$ cat src/sbs_pkg.sv
// Purpose: shared constants and types for the sideband status payload block
// Assumes: one 25 MHz clock, APB register access
// Notes: record bit positions index the 128-bit status record
package sbs_pkg;
  // response framing
  localparam logic [7:0] SBS_BYTE_COUNT = 8'h11;
  localparam logic [7:0] SBS_OPC_LAST = 8'h50;
  localparam logic [7:0] SBS_OPC_FIRST = 8'h90;
  localparam logic [7:0] SBS_OPC_MIDDLE = 8'h10;
  localparam int SBS_REC_BYTES = 16;
  localparam int SBS_FRAME_BYTES = 18;
  localparam int SBS_REC_W = 128;
  // record field positions
  localparam int SBS_REC_LEN_W = 14;
  localparam int SBS_REC_FCS_INS = 25;
  localparam int SBS_REC_XVLAN = 29;
  localparam int SBS_REC_VSTRIP = 30;
  localparam int SBS_REC_DIR = 34;
  localparam int SBS_REC_LAN = 35;
  localparam int SBS_REC_VTAG_LSB = 48;
  localparam int SBS_REC_ERR_LSB = 64;
  localparam int SBS_REC_STAT_LSB = 72;
  localparam int SBS_REC_MNG_LSB = 88;
  localparam int SBS_MNG_W = 40;
  localparam int SBS_MNG_FLEX_MATCH = 27;
  localparam int SBS_MNG_IP_MATCH = 30;
  localparam int SBS_MNG_IP_V6 = 31;
  localparam int SBS_MNG_ARP = 4;
  // register map, byte addresses
  localparam logic [11:0] SBS_OFS_CTRL = 12'h000;
  localparam logic [11:0] SBS_OFS_TMO = 12'h004;
  localparam logic [11:0] SBS_OFS_STAT = 12'h008;
  localparam logic [11:0] SBS_OFS_SENT = 12'h00c;
  localparam logic [11:0] SBS_OFS_DROP = 12'h010;
  localparam int SBS_CTRL_MNG_EN = 0;
  localparam logic [31:0] SBS_CTRL_RST = 32'h0000_0001;
  localparam logic [31:0] SBS_TMO_RST = 32'h0000_0000;
  localparam logic [4:0] SBS_LAST_IDX = 5'h11;

  typedef enum {ST_IDLE, ST_WAIT_DATA, ST_READY, ST_SEND} sbs_state_type;
endpackage

$ cat src/sbs_frame_if.sv
// Purpose: carries the status record to the byte serializer
// Assumes: single clock domain
// Notes: load and next are one-cycle strobes
`timescale 1ns/1ps
`default_nettype none
interface sbs_frame_if;
  logic load;
  logic [127:0] record;
  logic next;
  logic [7:0] byte_q;
  modport src (output load, output record, output next, input byte_q);
  modport ser (input load, input record, input next, output byte_q);
endinterface // sbs_frame_if
`default_nettype wire

$ cat src/sbs_byte_ser.sv
// Purpose: holds the 18-byte block-read frame and hands it out a byte at a time
// Assumes: next never comes before load
// Notes: byte count and opcode are fixed, record follows low byte first
`timescale 1ns/1ps
`default_nettype none
module sbs_byte_ser
  import sbs_pkg::*;
(
  // clock and reset
  input wire logic ref_clk,
  input wire logic rst,
  // frame carrier
  sbs_frame_if.ser frm
);
  logic [7:0] mem_q [SBS_FRAME_BYTES];
  logic [4:0] idx_q;
  logic [7:0] byte_q;

  always_ff @(posedge ref_clk or posedge rst)
  begin
    if (rst)
    begin
      for (int i = 0; i < SBS_FRAME_BYTES; i++)
        mem_q[i] <= 8'h00;
    end
    else if (frm.load)
    begin
      mem_q[0] <= SBS_BYTE_COUNT;
      mem_q[1] <= SBS_OPC_LAST;
      for (int i = 0; i < SBS_REC_BYTES; i++)
        mem_q[i + 2] <= frm.record[i * 8 +: 8];
    end
  end

  always_ff @(posedge ref_clk or posedge rst)
  begin
    if (rst)
      idx_q <= 5'h00;
    else if (frm.load)
      idx_q <= 5'h00;
    else if (frm.next && idx_q != SBS_LAST_IDX + 5'h01)
      idx_q <= idx_q + 5'h01;
  end

  always_ff @(posedge ref_clk or posedge rst)
  begin
    if (rst)
      byte_q <= 8'h00;
    else if (frm.next && idx_q <= SBS_LAST_IDX)
      byte_q <= mem_q[idx_q];
  end

  assign frm.byte_q = byte_q;
endmodule // sbs_byte_ser
`default_nettype wire

$ cat src/sbs_status_payload.sv
// Purpose: builds and sends the closing status response of a forwarded packet
// Assumes: packet fields are valid in the cycle frags_done is high
// Notes: APB slave, one wait-free access phase; timeout counted in ref_clk cycles
`timescale 1ns/1ps
`default_nettype none
module sbs_status_payload
  import sbs_pkg::*;
(
  // clock and reset
  input wire logic ref_clk,
  input wire logic rst,
  // apb slave
  input wire logic psel,
  input wire logic penable,
  input wire logic pwrite,
  input wire logic [11:0] paddr,
  input wire logic [31:0] pwdata,
  output logic [31:0] prdata,
  output logic pready,
  output logic pslverr,
  // packet events
  input wire logic pkt_arrive,
  input wire logic frags_done,
  // packet fields
  input wire logic [15:0] pkt_len,
  input wire logic fcs_insert,
  input wire logic extra_vlan_present,
  input wire logic vlan_stripped,
  input wire logic direction,
  input wire logic lan_port,
  input wire logic [15:0] vlan_tag,
  // receive error bits
  input wire logic rx_data_error,
  input wire logic ipv4_checksum_error,
  input wire logic l4_checksum_error,
  input wire logic carrier_extension_error,
  input wire logic sequence_error,
  input wire logic symbol_error,
  input wire logic crc_align_error,
  // receive status bits
  input wire logic udp_fragment_checksum_valid,
  input wire logic ip_ident_valid,
  input wire logic fcs_check_valid,
  input wire logic ipv4_checksum_computed,
  input wire logic tcp_checksum_computed,
  input wire logic udp_checksum_computed,
  // manageability filter results
  input wire logic rmcp_port_a_match,
  input wire logic rmcp_port_b_match,
  input wire logic bcast_match,
  input wire logic neighbor_match,
  input wire logic arp_match,
  input wire logic vlan_filter_match,
  input wire logic unicast_match,
  input wire logic [2:0] unicast_index,
  input wire logic l4_port_match,
  input wire logic [6:0] l4_port_index,
  input wire logic flex_match,
  input wire logic [2:0] flex_index,
  input wire logic ip_addr_match,
  input wire logic [1:0] ip_addr_index,
  input wire logic ip_is_v6,
  input wire logic [7:0] decision_match,
  // smbus byte engine
  input wire logic sm_rd_start,
  input wire logic sm_byte_req,
  output logic [7:0] sm_byte_q,
  output logic sm_byte_valid_q,
  output logic sm_status_ready,
  output logic pkt_done_q,
  output logic pkt_dropped_q
);
  sbs_state_type state_q;
  logic [31:0] ctrl_q;
  logic [31:0] tmo_q;
  logic [31:0] tmo_cnt_q;
  logic [31:0] sent_q;
  logic [31:0] drop_q;
  logic [31:0] rdata_q;
  logic [127:0] rec_q;
  logic [127:0] rec_d;
  logic [39:0] mng;
  logic [4:0] out_cnt_q;
  logic tmo_hit;
  logic give;
  logic finish;
  logic take;
  logic hit;
  logic wr;
  sbs_frame_if frm ();

  sbs_byte_ser u_ser (
    .ref_clk(ref_clk),
    .rst(rst),
    .frm(frm)
  );

  // apb decode
  assign hit = (paddr == SBS_OFS_CTRL) || (paddr == SBS_OFS_TMO)
            || (paddr == SBS_OFS_STAT) || (paddr == SBS_OFS_SENT)
            || (paddr == SBS_OFS_DROP);
  assign wr = psel && penable && pwrite && hit;
  assign pready = psel && penable;
  assign pslverr = psel && penable && !hit;
  assign prdata = rdata_q;

  // read data caught in setup so it is steady through access
  always_ff @(posedge ref_clk or posedge rst)
  begin
    if (rst)
      rdata_q <= 32'h0000_0000;
    else if (psel && !penable && !pwrite)
    begin
      if (paddr == SBS_OFS_CTRL)
        rdata_q <= ctrl_q;
      else if (paddr == SBS_OFS_TMO)
        rdata_q <= tmo_q;
      else if (paddr == SBS_OFS_STAT)
        rdata_q <= {29'h0, state_q == ST_WAIT_DATA, state_q == ST_SEND,
                    state_q == ST_READY};
      else if (paddr == SBS_OFS_SENT)
        rdata_q <= sent_q;
      else if (paddr == SBS_OFS_DROP)
        rdata_q <= drop_q;
      else
        rdata_q <= 32'h0000_0000;
    end
  end

  always_ff @(posedge ref_clk or posedge rst)
  begin
    if (rst)
      ctrl_q <= SBS_CTRL_RST;
    else if (wr && paddr == SBS_OFS_CTRL)
      ctrl_q <= {31'h0, pwdata[SBS_CTRL_MNG_EN]};
  end

  always_ff @(posedge ref_clk or posedge rst)
  begin
    if (rst)
      tmo_q <= SBS_TMO_RST;
    else if (wr && paddr == SBS_OFS_TMO)
      tmo_q <= pwdata;
  end

  // manageability flags; only the flex index and the ipv6 flag are masked when their matches are clear
  always_comb
  begin
    mng = {decision_match,
           ip_is_v6 & (ip_addr_match | arp_match), ip_addr_match,
           ip_addr_index,
           flex_match, flex_index & {3{flex_match}},
           l4_port_match, l4_port_index,
           unicast_match, unicast_index,
           vlan_filter_match, 3'h0,
           3'h0, arp_match, neighbor_match, bcast_match,
           rmcp_port_b_match, rmcp_port_a_match};
  end

  // record assembly; untouched positions stay zero
  always_comb
  begin
    rec_d = '0;
    rec_d[SBS_REC_LEN_W-1:0] = pkt_len[SBS_REC_LEN_W-1:0];
    rec_d[SBS_REC_FCS_INS] = fcs_insert;
    rec_d[SBS_REC_XVLAN] = extra_vlan_present;
    rec_d[SBS_REC_VSTRIP] = vlan_stripped;
    rec_d[SBS_REC_DIR] = direction;
    rec_d[SBS_REC_LAN] = lan_port;
    rec_d[SBS_REC_VTAG_LSB +: 16] = vlan_tag;
    rec_d[SBS_REC_ERR_LSB +: 8] = {rx_data_error, ipv4_checksum_error,
                                   l4_checksum_error, carrier_extension_error,
                                   1'b0, sequence_error, symbol_error,
                                   crc_align_error};
    rec_d[SBS_REC_STAT_LSB +: 8] = {udp_fragment_checksum_valid,
                                    ip_ident_valid, fcs_check_valid, 1'b0,
                                    ipv4_checksum_computed,
                                    tcp_checksum_computed,
                                    udp_checksum_computed, 1'b0};
    // flags zeroed rather than left stale when reporting is off
    if (ctrl_q[SBS_CTRL_MNG_EN])
      rec_d[SBS_REC_MNG_LSB +: SBS_MNG_W] = mng;
  end

  // record is latched only once data fragments are done
  // a timeout in the same cycle wins, so no record is latched for a dropped packet
  assign take = frags_done && (state_q == ST_IDLE || (state_q == ST_WAIT_DATA && !tmo_hit));
  assign give = (state_q == ST_SEND) && sm_byte_req;
  assign finish = give && out_cnt_q == SBS_LAST_IDX;
  assign tmo_hit = (tmo_q != 32'h0) && (tmo_cnt_q >= tmo_q);

  always_ff @(posedge ref_clk or posedge rst)
  begin
    if (rst)
      rec_q <= '0;
    else if (take)
      rec_q <= rec_d;
  end

  assign frm.load = take;
  assign frm.record = rec_d;
  assign frm.next = give;
  assign sm_byte_q = frm.byte_q;
  assign sm_status_ready = (state_q == ST_READY);

  // counted from arrival, so the wait for data also uses up the budget
  always_ff @(posedge ref_clk or posedge rst)
  begin
    if (rst)
      tmo_cnt_q <= 32'h0;
    else if (state_q == ST_IDLE)
      tmo_cnt_q <= 32'h0;
    else if (tmo_cnt_q != 32'hffff_ffff)
      tmo_cnt_q <= tmo_cnt_q + 32'h1;
  end

  always_ff @(posedge ref_clk or posedge rst)
  begin
    if (rst)
      state_q <= ST_IDLE;
    else
    begin
      case (state_q)
        ST_IDLE:
          if (frags_done)
            state_q <= ST_READY;
          else if (pkt_arrive)
            state_q <= ST_WAIT_DATA;
        ST_WAIT_DATA:
          if (tmo_hit)
            state_q <= ST_IDLE;
          else if (frags_done)
            state_q <= ST_READY;
        ST_READY:
          if (tmo_hit)
            state_q <= ST_IDLE;
          else if (sm_rd_start)
            state_q <= ST_SEND;
        ST_SEND:
          // a finished read beats a timeout in the same cycle
          if (finish || tmo_hit)
            state_q <= ST_IDLE;
        default:
          state_q <= ST_IDLE;
      endcase
    end
  end

  always_ff @(posedge ref_clk or posedge rst)
  begin
    if (rst)
      out_cnt_q <= 5'h00;
    else if (state_q != ST_SEND)
      out_cnt_q <= 5'h00;
    else if (give)
      out_cnt_q <= out_cnt_q + 5'h01;
  end

  always_ff @(posedge ref_clk or posedge rst)
  begin
    if (rst)
      sm_byte_valid_q <= 1'b0;
    else
      sm_byte_valid_q <= give;
  end

  always_ff @(posedge ref_clk or posedge rst)
  begin
    if (rst)
    begin
      pkt_done_q <= 1'b0;
      pkt_dropped_q <= 1'b0;
    end
    else
    begin
      pkt_done_q <= finish;
      pkt_dropped_q <= tmo_hit && !finish && state_q != ST_IDLE;
    end
  end

  always_ff @(posedge ref_clk or posedge rst)
  begin
    if (rst)
      sent_q <= 32'h0;
    else if (finish)
      sent_q <= sent_q + 32'h1;
  end

  always_ff @(posedge ref_clk or posedge rst)
  begin
    if (rst)
      drop_q <= 32'h0;
    else if (tmo_hit && !finish && state_q != ST_IDLE)
      drop_q <= drop_q + 32'h1;
  end
endmodule // sbs_status_payload
`default_nettype wire

$ cat config.mk
export PLATFORM = sky130hd
export DESIGN_NAME = sbs_status_payload
export DESIGN_NICKNAME = d
export VERILOG_FILES = /design/src/sbs_pkg.sv /design/src/sbs_frame_if.sv /design/src/sbs_byte_ser.sv /design/src/sbs_status_payload.sv
export SDC_FILE = /design/constraint.sdc
export NUM_CORES = 1
export LEC_CHECK = 0
export BUFFER_PORTS_ARGS = -buffer_cell sky130_fd_sc_hd__buf_2
export CAP_MARGIN = 20
export CELL_PAD_IN_SITES_DETAIL_PLACEMENT = 1
export CELL_PAD_IN_SITES_GLOBAL_PLACEMENT = 1
export CORE_MARGIN = 4
export CORE_UTILIZATION = 49
export DETAILED_ROUTE_END_ITERATION = 12
export PLACE_DENSITY_LB_ADDON = 0.12
export SLEW_MARGIN = 15
export SYNTH_ARGS = -nofsm -noshare
export SYNTH_HDL_FRONTEND = slang
export SYNTH_SLANG_ARGS = --single-unit
$ cat constraint.sdc
create_clock -name ref_clk -period 14.5 [get_ports ref_clk]
set_input_delay 1.45 -clock ref_clk [delete_from_list [all_inputs] [get_ports ref_clk]]
set_output_delay 1.45 -clock ref_clk [all_outputs]
set_load 0.02 [all_outputs]
==> impl_metrics.py, run 1 <==
metrics = {
    "outcome": {
        "status": "finished, final reports clean",
    },
    "grt": {
        "grt_pass1_vias": 10800,
        "overflow": 0,
        "grt_max_degree": 156,
        "track_usage_pct": 25.0,
        "grt_pass1_wl_mm": 58.8,
        "grt_antenna_before_repair": 4,
    },
    "synthesis": {
        "yosysSeqAreaShare_pct": 50.8,
        "netlist_area_um2": 13200,
        "syn_nets": 1420,
        "syn_area_per_cell_um2": 10.6,
        "synth-edff-count": 0,
        "ys_ff_latch": 267,
        "ys_warn_count": 0,
        "ys_types": 64,
        "yosys_most_used_dff": "dfrtp_1",
        "ys_async_sr_fraction_pct": 100,
        "synth_cells": 1243,
    },
    "floorplanning": {
        "start_util_pct": 50.2,
        "core_um2": 26200,
        "rows": 59,
        "fp.dieW_um": 172,
        "io_pins": 183,
        "die-area_um2": 29500,
        "dieHeight_um": 172,
    },
    "final_layout": {
        "utilization_pct": 58.0,
        "multi_input_area_um2": 5890,
        "regArea_um2": 6680,
        "stdcell_count": 1755,
        "nets": 1575,
        "fin_area_um2": 15200,
        "area_growth_pct": 15.5,
        "drive_above_1_share_pct": 23.8,
        "fillers": 2904,
    },
    "cts": {
        "cts_buffers": 30,
        "clock-root-buffer": "clkbuf_16",
        "clk_latency_ns": 0.55,
        "cts_buffer_depth": 3,
        "cts_setup_buffers": 0,
        "cts_resized": 0,
        "cts_max_level": 1,
        "clock-sinks": 267,
        "cts_tree": "done",
        "cts_hold_buf": 0,
        "path_clk_slew_ns": 0.06,
    },
    "routing": {
        "drc": 0,
        "drt_iter0_markers": 751,
        "ant_nets": 0,
        "wirelength_mm": 37.4,
        "routedWlPerCell_um": 21.3,
        "drtPass1Iterations": 8,
        "vias": 10200,
        "viasPerCell": 5.81,
    },
    "pwr": {
        "pwr-share-seq_pct": 44.9,
        "combPwrFrac_pct": 23.5,
        "switching_share_pct": 31.7,
        "intPower_w": 0.00153,
        "ir_drop_uv": 86.6,
        "power_switching_w": 0.000710,
        "p_per_area_nw_per_um2": 148,
        "p_leak_nw": 7.18,
        "pwr-share-clk_pct": 31.6,
    },
    "sta": {
        "fin_crit_sh_pct": 31.3,
        "slew_headroom_pct": 20.4,
        "worst_slew_pin_slew_ns": 1.19,
        "rsz0062_at_grt": "no",
        "skew_ns": 0.0160,
        "hold_viol": 0,
        "fin_crit_ns": 4.54,
        "tns_ns": 0,
        "setup_violations": 0,
        "max_freq_mhz": 220,
        "slew_violations": 0,
    },
    "setup_path": {
        "cp-end-kind": "output pin",
        "path_cells": "buf_2 > nor4_1 > nand2_1 > nor4_2 > a21boi_0 > buf_2",
        "arrival_ns": 3.09,
        "rrSetupSlack_ns": 10.96,
        "crit_top_cell": "buf_2",
        "cp_slowest_cell": "nor4_2",
        "slowest_delay_ns": 0.60,
        "worstPathRequired_ns": 13.05,
        "worst-setup-path-type": "input port to output pin",
        "start_kind": "input port",
        "path_max_fanout": 7,
    },
    "place": {
        "dp_hpwl_mm": 26.6,
        "dp_cells": 1701,
        "place_area_um2": 14300,
        "port_buffers": 180,
        "globalplace.congestion": 0.828,
    },
    "hold_path": {
        "min_path_type": "register to register",
    },
    "run": {
        "maxCapViolations": 0,
    },
}
-- layout by cell type (no fill, tap or decap), drive strengths merged, types with 5 or more instances in the layout --
cell,count
dfrtp,266
buf,187
nand2,112
o21ai,92
mux2,88
inv,81
nor2,77
nand3,61
xor2,60
clkbuf,44
ha,40
xnor2,39
nand4,34
a222oi,29
a21oi,26
nor4,24
nor3,22
mux2i,22
and3,13
and4,12
o22a,8
clkinv,8
mux4,6
o22ai,6
nor3b,5
-- layout make-up --
cell class                 count  area share, %
sequential                   267           44.0
multi-input combinational    829           38.8
timing repair buffer         187           6.28
clock buffer                  44           5.69
tap                          335           2.76
inverter                      83           2.13
clock inverter                 8          0.297
antenna                        2         0.0330
-- routing by layer --
layer / vias up / routed length (µm) / GRT usage (%) / share of wire, %
li1: 4725 / - / - / -
met1: 5128 / 15500 / 32.1 / 42
met2: 262 / 18800 / 44.0 / 50
met3: 74 / 1760 / 3.45 / 4.7
met4: 4 / 1280 / 8.00 / 3.4
met5: - / 25 / 0 / 0.067
-- flip-flops by register name, indices dropped and copies added (netlist names), 5 cells and up --
signal,count
tmo_q,32
out_cnt_q,5
tmo_cnt_q,32
u_ser.frm.byte_q,8
sent_q,32
u_ser.mem_q,83
drop_q,32
u_ser.idx_q,5
prdata,32
-- Yosys cell counts (3+ instances only) --
library cell	number	share of area, %
dfrtp_1	266	51
nand2_1	112	3.2
o21ai_0	90	3.4
mux2_2	88	7.5
inv_1	82	2.3
nor2_1	77	2.2
nand3_1	60	2.3
xor2_1	60	4.0
ha_1	40	3.8
xnor2_1	39	2.6
nand4_1	34	1.6
clkbuf_1	33	0.94
a222oi_1	29	2.2
buf_2	26	0.99
a21oi_1	25	0.95
mux2i_1	22	1.7
nor3_1	22	0.84
nor4_1	21	1.0
and3_1	13	0.62
and4_1	12	0.80
o22a_1	8	0.53
mux4_2	6	1.0
o22ai_1	6	0.29
nor3b_1	5	0.29
a22oi_1	4	0.23
a31oi_1	4	0.19
a32o_1	4	0.30
and2_1	4	0.19
buf_1	4	0.11
o221ai_1	4	0.27
a211oi_1	3	0.17
-- power groups by stage --
stage | Sequential (W) | Clock (W) | Combinational (W)
after detailed placement | 0.00102 | 0 | 0.000528
after CTS | 0.00101 | 0.000725 | 0.000534
after global placement | 0.00101 | 0 | 0.000508
final | 0.00101 | 0.000709 | 0.000527
after floorplan | 0.000962 | 0 | 0.000409
after global routing | 0.00103 | 0.000758 | 0.000584
-- through the flow --
step                total power [W]  worst slack, ns  hold WS [ns]
floorplan                   0.00137             5.70         0.442
global placement            0.00152             9.98         0.460
detailed placement          0.00155             9.91         0.469
CTS                         0.00227             9.90         0.483
global route                0.00237             9.82         0.508
finish                      0.00224             9.96         0.473
-- cells by family (layout without fill, tap and decap cells) --
family | after synthesis | count (layout) | share of synthesized area (%)
simple gates | 379 | 379 | 14.4
flops | 267 | 267 | 50.8
compound gates | 195 | 195 | 9.70
buf+inv | 147 | 322 | 4.50
mux | 116 | 116 | 10.2
xor+xnor | 99 | 99 | 6.59
fa+ha+maj | 40 | 40 | 3.80
other cells | 0 | 2 | 0
-- worst paths after layout --
path                                   start         endpoint  cells after the start
min in group asynchronous                rst   u_ser.mem_q[2]                      2
max in group asynchronous                rst   u_ser.mem_q[6]                      3
worst max register to register  tmo_cnt_q[0]  u_ser.mem_q[15]                     10
worst max-delay path                paddr[6]          pslverr                      6
worst min register to register    prdata[17]       prdata[17]                      2
worst min-delay path              prdata[17]       prdata[17]                      2
-- critical path, delay by kind of cell --
| kind | cells | cell delay (ns) |
|---|---|---|
| AND/OR/NAND/NOR | 3 | 0.97 |
| buffers and inverters | 2 | 0.35 |
| AO/OA/AOI/OAI | 1 | 0.33 |
No activity file was read; power rests on OpenSTA's default activity.
==> run 2: changes to the inputs <==
--- a/config.mk
+++ b/config.mk
@@ -10,7 +10,7 @@
 export CELL_PAD_IN_SITES_DETAIL_PLACEMENT = 1
 export CELL_PAD_IN_SITES_GLOBAL_PLACEMENT = 1
 export CORE_MARGIN = 4
-export CORE_UTILIZATION = 49
+export CORE_UTILIZATION = 45
 export DETAILED_ROUTE_END_ITERATION = 12
 export PLACE_DENSITY_LB_ADDON = 0.12
 export SLEW_MARGIN = 15
==> constraint.sdc (replaced) <==
create_clock -name ref_clk -period 4.5 [get_ports ref_clk]
set_input_delay 0.45 -clock ref_clk [delete_from_list [all_inputs] [get_ports ref_clk]]
set_output_delay 0.45 -clock ref_clk [all_outputs]
set_load 0.02 [all_outputs]
==> run 2 against run 1 <==
Total power rose to 3.3 times the previous value. Count of clock-buffer cells in the layout is 5 lower. Die area rose by 8.5%. Worst hold slack worse by 0.34 ns. Register-to-register slack got worse by 10 ns. Final area grew 1.6%. Routed wire length decreased by 3.1%. First-iteration DRC count down 5.1%. Largest power group unchanged. Highest routed layer is now met4.
==> impl_metrics.py, run 2 (synthesis gave the netlist of run 1 again) <==
metrics = {
    "outcome": {
        "status": "finished, final reports clean",
    },
    "floorplanning": {
        "core_um2": 28800,
        "io_pins": 183,
        "die-area_um2": 32000,
        "rows": 62,
        "start_util_pct": 45.7,
        "dieHeight_um": 179,
        "fp.dieW_um": 179,
    },
    "pwr": {
        "p_per_area_nw_per_um2": 484,
        "combPwrFrac_pct": 22.6,
        "power_switching_w": 0.00230,
        "total_power_w": 0.00747,
        "switching_share_pct": 30.8,
        "pwr-share-clk_pct": 34.0,
        "ir_drop_uv": 384,
        "p_leak_nw": 7.27,
        "intPower_w": 0.00517,
        "pwr-share-seq_pct": 43.4,
    },
    "final_layout": {
        "fin_area_um2": 15400,
        "largest_reg_flops": 83,
        "final_common_cell": "dfrtp_1",
        "antennaDiodeCount": 0,
        "layout_common_cells": "265 x dfrtp_1, 180 x buf_2, 112 x nand2_1",
        "nets": 1580,
        "top_register": "u_ser.mem_q",
        "drive_above_1_share_pct": 24.4,
        "area_growth_pct": 17.3,
    },
    "routing": {
        "vias": 10100,
        "drt_iter0_markers": 713,
        "drtPass1Iterations": 8,
        "viasPerCell": 5.61,
        "drc": 0,
        "ant_nets": 0,
        "wirelength_mm": 36.2,
        "routedWlPerCell_um": 20.1,
    },
    "setup_path": {
        "worstPathRequired_ns": 4.98,
        "rrSetupSlack_ns": 0.98,
        "slowest_delay_ns": 0.76,
        "worst-setup-path-type": "register to register",
        "arrival_ns": 3.99,
        "path_max_fanout": 29,
        "cp-end-kind": "register",
        "crit_top_cell": "nor4_1",
        "cp_slowest_cell": "nor4_1",
        "start_kind": "register",
        "path_cells": "inv_1 > ha_1 > nand4_1 > nor4_1 > o21ai_1 > a211o_1 > nor4_1 > xor2_1",
    },
    "grt": {
        "grt_pass1_vias": 10700,
        "grt_pass1_wl_mm": 58.2,
        "grt_antenna_before_repair": 0,
        "track_usage_pct": 22.6,
        "grt_max_degree": 138,
        "overflow": 0,
    },
    "sta": {
        "setup_violations": 0,
        "rsz0062_at_grt": "no",
        "worst_slew_pin_slew_ns": 1.03,
        "slew_violations": 0,
        "skew_ns": 0.0104,
        "tns_ns": 0,
        "fin_crit_ns": 3.52,
        "hold_viol": 0,
        "fin_crit_sh_pct": 78.2,
        "slew_headroom_pct": 31.2,
        "max_freq_mhz": 284,
    },
    "cts": {
        "cts_tree": "done",
        "clock-sinks": 267,
        "cts_max_level": 1,
        "cts_buffers": 30,
        "clock-root-buffer": "clkbuf_16",
        "cts_buffer_depth": 3,
        "cts_resized": 0,
        "clk_latency_ns": 0.55,
        "path_clk_slew_ns": 0.07,
    },
    "place": {
        "dp_hpwl_mm": 25.6,
        "globalplace.congestion": 0.821,
        "place_area_um2": 14400,
        "port_buffers": 180,
    },
    "run": {
        "maxCapViolations": 0,
    },
    "hold_path": {
        "min_path_type": "input port to register",
    },
}
==> run 2: changes by cell type in the layout (fill, tap and decap cells not counted), moves of 2 or more <==
cell | previous run | this run
buf_12 | 0 | 3
buf_8 | 0 | 2
bufinv_16 | 0 | 4
clkbuf_1 | 9 | 4
diode_2 | 2 | 0
==> run 2: power groups by stage <==
stage                     Clock, W  Sequential [W]  Combinational, W
after floorplan                  0         0.00310           0.00132
after global placement           0         0.00326           0.00162
after detailed placement         0         0.00329           0.00167
after CTS                  0.00259         0.00325           0.00170
after global routing       0.00271         0.00331           0.00188
final                      0.00254         0.00325           0.00169
==> run 2: what timing repair did <==
action                                 in CTS  in global routing
hold buffers                                1                  0
setup buffers                               0                  0
endpoints found under the hold margin       1                  0
setup endpoints to repair                   0                  0
==> run 2: area by class of cell <==
class / count / area, µm²
inverters: 83 / 315
well taps: 384 / 480
fillers: 3186 / 13300
multi-input cells: 829 / 5900
clock inverters: 12 / 165
clock buffers: 39 / 846
repair buffers: 192 / 1050
flip-flops and latches: 267 / 6680
==> run 2: final timing paths <==
check | from | endpoint | cells after the start
max reg2reg | tmo_q[31] | drop_q[19] | 8
max | tmo_q[31] | drop_q[19] | 8
min | pwdata[10] | tmo_q[10] | 2
min reg2reg | prdata[15] | prdata[15] | 2
max in group asynchronous | rst | u_ser.idx_q[0] | 4
min in group asynchronous | rst | out_cnt_q[2] | 3
==> run 2: stage by stage <==
stage          hold slack [ns]  util (%)  instances  setup slack (ns)
2_1_floorplan            0.442         -       1243             0.525
3_3_place_gp             0.348      49.9       1751              1.11
3_5_place_dp             0.353      49.9       1751              1.03
4_1_cts                  0.105      53.4       1803              1.00
5_1_grt                  0.104      53.6       1806             0.782
6_report                 0.129      53.6       1806             0.983
==> run 2: per-layer routing <==
layer / wire length [µm] / global-route usage, %
met5: 0 / 0
met4: 606 / 4.64
met3: 1770 / 3.10
met2: 17200 / 37.0
met1: 16700 / 32.4
==> run 2: worst max-delay path: cells and delay by family (launching register included) <==
family          cells  cell delay [ns]
simple gates        3             1.43
buf+inv             1             0.09
compound gates      2             0.92
xor+xnor            1             0.17
flops               1             0.51
fa+ha+maj           1             0.30
==> run 3: changes to the inputs <==
--- a/config.mk
+++ b/config.mk
@@ -5,12 +5,13 @@
 export SDC_FILE = /design/constraint.sdc
 export NUM_CORES = 1
 export LEC_CHECK = 0
+export ABC_AREA = 1
 export BUFFER_PORTS_ARGS = -buffer_cell sky130_fd_sc_hd__buf_2
 export CAP_MARGIN = 20
 export CELL_PAD_IN_SITES_DETAIL_PLACEMENT = 1
 export CELL_PAD_IN_SITES_GLOBAL_PLACEMENT = 1
 export CORE_MARGIN = 4
-export CORE_UTILIZATION = 45
+export CORE_UTILIZATION = 39
 export DETAILED_ROUTE_END_ITERATION = 12
 export PLACE_DENSITY_LB_ADDON = 0.12
 export SLEW_MARGIN = 15
==> constraint.sdc (replaced) <==
create_clock -name ref_clk -period 3.2 [get_ports ref_clk]
set_input_delay 0.32 -clock ref_clk [delete_from_list [all_inputs] [get_ports ref_clk]]
set_output_delay 0.32 -clock ref_clk [all_outputs]
set_load 0.02 [all_outputs]
==> run 3 against run 2 <==
First-iteration DRC count down 9.1%. Final area up 12%. Clock power up 48%. Routed wire length up 34%. Largest cell class unchanged. Largest power group unchanged. Sequential power up 24%. Total power up 35%.
==> impl_metrics.py, run 3 <==
metrics = {
    "sta": {
        "slew_headroom_pct": 40.4,
        "fin_crit_sh_pct": 87.8,
        "rsz0062_at_grt": "no",
        "fin_crit_ns": 2.81,
        "hold_viol": 0,
        "max_freq_mhz": 356,
        "skew_ns": 0.0250,
        "slew_violations": 0,
        "worst_slew_pin_slew_ns": 0.893,
        "setup_violations": 0,
    },
    "routing": {
        "vias": 13100,
        "wirelength_mm": 48.6,
        "ant_nets": 0,
        "drc": 0,
        "drt_iter0_markers": 648,
        "routedWlPerCell_um": 19.5,
        "viasPerCell": 5.25,
        "drtPass1Iterations": 5,
    },
    "place": {
        "dp_cells": 2381,
        "port_buffers": 180,
        "dp_hpwl_mm": 36.5,
        "place_area_um2": 15700,
        "globalplace.congestion": 0.852,
    },
    "cts": {
        "path_clk_slew_ns": 0.06,
        "clk_latency_ns": 0.55,
        "clock-root-buffer": "clkbuf_16",
        "cts_tree": "done",
        "cts_max_level": 2,
        "cts_resized": 0,
        "clock-sinks": 267,
        "cts_buffers": 34,
        "cts_buffer_depth": 3,
        "cts_setup_buffers": 0,
    },
    "final_layout": {
        "final_common_cell": "nand2_1",
        "top_register": "u_ser.mem_q",
        "layout_common_cells": "435 x nand2_1, 266 x dfrtp_1, 206 x inv_1",
        "fin_area_um2": 17300,
        "antennaDiodeCount": 0,
        "stdcell_count": 2499,
        "area_growth_pct": 22.8,
        "largest_reg_flops": 83,
        "nets": 2190,
        "drive_above_1_share_pct": 14.8,
    },
    "synthesis": {
        "ys_ff_latch": 267,
        "synth_common_cells": "435 x nand2_1, 266 x dfrtp_1, 208 x inv_1, 175 x o21ai_0, 155 x nor2_1",
        "synth.top_cell.area_share_pct": 47.2,
        "synth-edff-count": 0,
        "synth_cells": 1770,
        "synth_most_common_cell": "nand2_1",
        "ys_warn_count": 0,
        "yosysSeqAreaShare_pct": 47.4,
        "synthTopCellsByArea": "dfrtp_1 47%, nand2_1 12%, o21ai_0 6.2%",
        "netlist_area_um2": 14100,
        "syn_area_per_cell_um2": 7.97,
        "ys_async_sr_fraction_pct": 100,
        "syn_nets": 1947,
        "yosys_most_used_dff": "dfrtp_1",
        "synth_top_area_cell": "dfrtp_1",
        "ys_types": 46,
    },
    "outcome": {
        "status": "finished, final reports clean",
    },
    "grt": {
        "track_usage_pct": 24.9,
        "grt_pass1_wl_mm": 77.8,
        "grt_antenna_before_repair": 3,
        "grt_pass1_vias": 14000,
        "grt_max_degree": 105,
        "overflow": 0,
    },
    "floorplanning": {
        "rows": 69,
        "dieHeight_um": 198,
        "io_pins": 183,
        "fp.dieW_um": 198,
        "start_util_pct": 39.6,
        "die-area_um2": 39300,
        "core_um2": 35700,
    },
    "setup_path": {
        "cp-end-kind": "register",
        "worstPathRequired_ns": 3.65,
        "worst-setup-path-type": "register to register",
        "start_kind": "register",
        "rr_worst_depth": 14,
        "path_max_fanout": 104,
        "rrSetupSlack_ns": 0.39,
        "arrival_ns": 3.26,
        "reg2reg_from": "tmo_q[29]",
        "r2r_end": "u_ser.mem_q[55]",
    },
    "pwr": {
        "p_leak_nw": 8.35,
        "p_per_area_nw_per_um2": 582,
        "ir_drop_uv": 271,
    },
    "run": {
        "maxCapViolations": 0,
    },
    "hold_path": {
        "hold_depth": 3,
        "min_path_type": "input port to register",
        "whs_endpoint": "u_ser.mem_q[49]",
        "holdCritStartpoint": "udp_checksum_computed",
    },
}
run 3: per-stage QoR:
step	TNS [ns]	hold WS, ns	power (W)	setup WS, ns	util [%]
after floorplan	-171.48	0.414	0.00547	-0.645	-
after global placement	0	0.457	0.00623	0.586	43.9
after detailed placement	0	0.460	0.00632	0.485	43.9
after CTS	0	0.00120	0.0102	0.397	48.6
after global routing	0	0.0196	0.0107	0.139	48.6
final	0	0.0267	0.0101	0.390	48.6
run 3: worst max path at each step:
stage,start,to,slack (ns),depth (start not counted)
5_1_grt,tmo_q[29],u_ser.mem_q[79],0.14,14
3_3_place_gp,tmo_q[29],u_ser.mem_q[117],0.59,13
4_1_cts,tmo_q[29],u_ser.mem_q[3],0.40,13
3_5_place_dp,tmo_q[27],u_ser.mem_q[3],0.48,13
2_1_floorplan,rst,drop_q[0],-0.64,1
6_report,tmo_q[29],u_ser.mem_q[55],0.39,14
run 3: cell type report:
type	count	area [µm²]
repair buffers	267	1800
multi-input cells	1227	6350
clock buffers	52	1020
inverters	216	816
well taps	461	577
clock inverters	9	75.1
fillers	4348	18300
flip-flops and latches	267	6680
run 3: worst max-delay path, cell delays in order (launching register included):
cell and delay (ns):
dfrtp_1 0.39, inv_1 0.07, ha_1 0.33, a21oi_1 0.18
o21ai_0 0.11, nor2_1 0.11, nand2_1 0.07, a21oi_1 0.18
nand2_1 0.19, nand2_2 0.18, nand2_2 0.11, a21oi_4 0.16
buf_12 0.34, nand2_1 0.13, o21ai_0 0.11
run 3: repair_timing:
item                                   in CTS  in global routing
hold buffers                               57                  0
endpoints found under the hold margin      81                  0
setup endpoints to repair                   0                  0
run 3: power by group:
| group | switching (W) | internal [W] |
|---|---|---|
| clock | 0.00154 | 0.00221 |
| sequential | 0.000237 | 0.00379 |
| combinational | 0.00157 | 0.000726 |
| total | 0.00335 | 0.00672 |
run 3: cells by family after synthesis:
| family | Yosys count | synth area share, % |
|---|---|---|
| AOI/OAI and AO/OA | 339 | 13.1 |
| xor gates and xnor gates | 71 | 4.41 |
| adders and majority gates | 40 | 3.55 |
| buffers and inverters | 276 | 7.67 |
| DFF | 267 | 47.4 |
| and+or+nand+nor | 777 | 23.9 |
run 3: per-layer routing:
layer | vias up | routed length [µm] | track usage (%)
met5 | - | 40 | 0
met1 | 6445 | 22600 | 34.3
met3 | 82 | 2210 | 4.19
met4 | 6 | 1020 | 5.76
li1 | 6299 | - | -
met2 | 282 | 22800 | 41.5
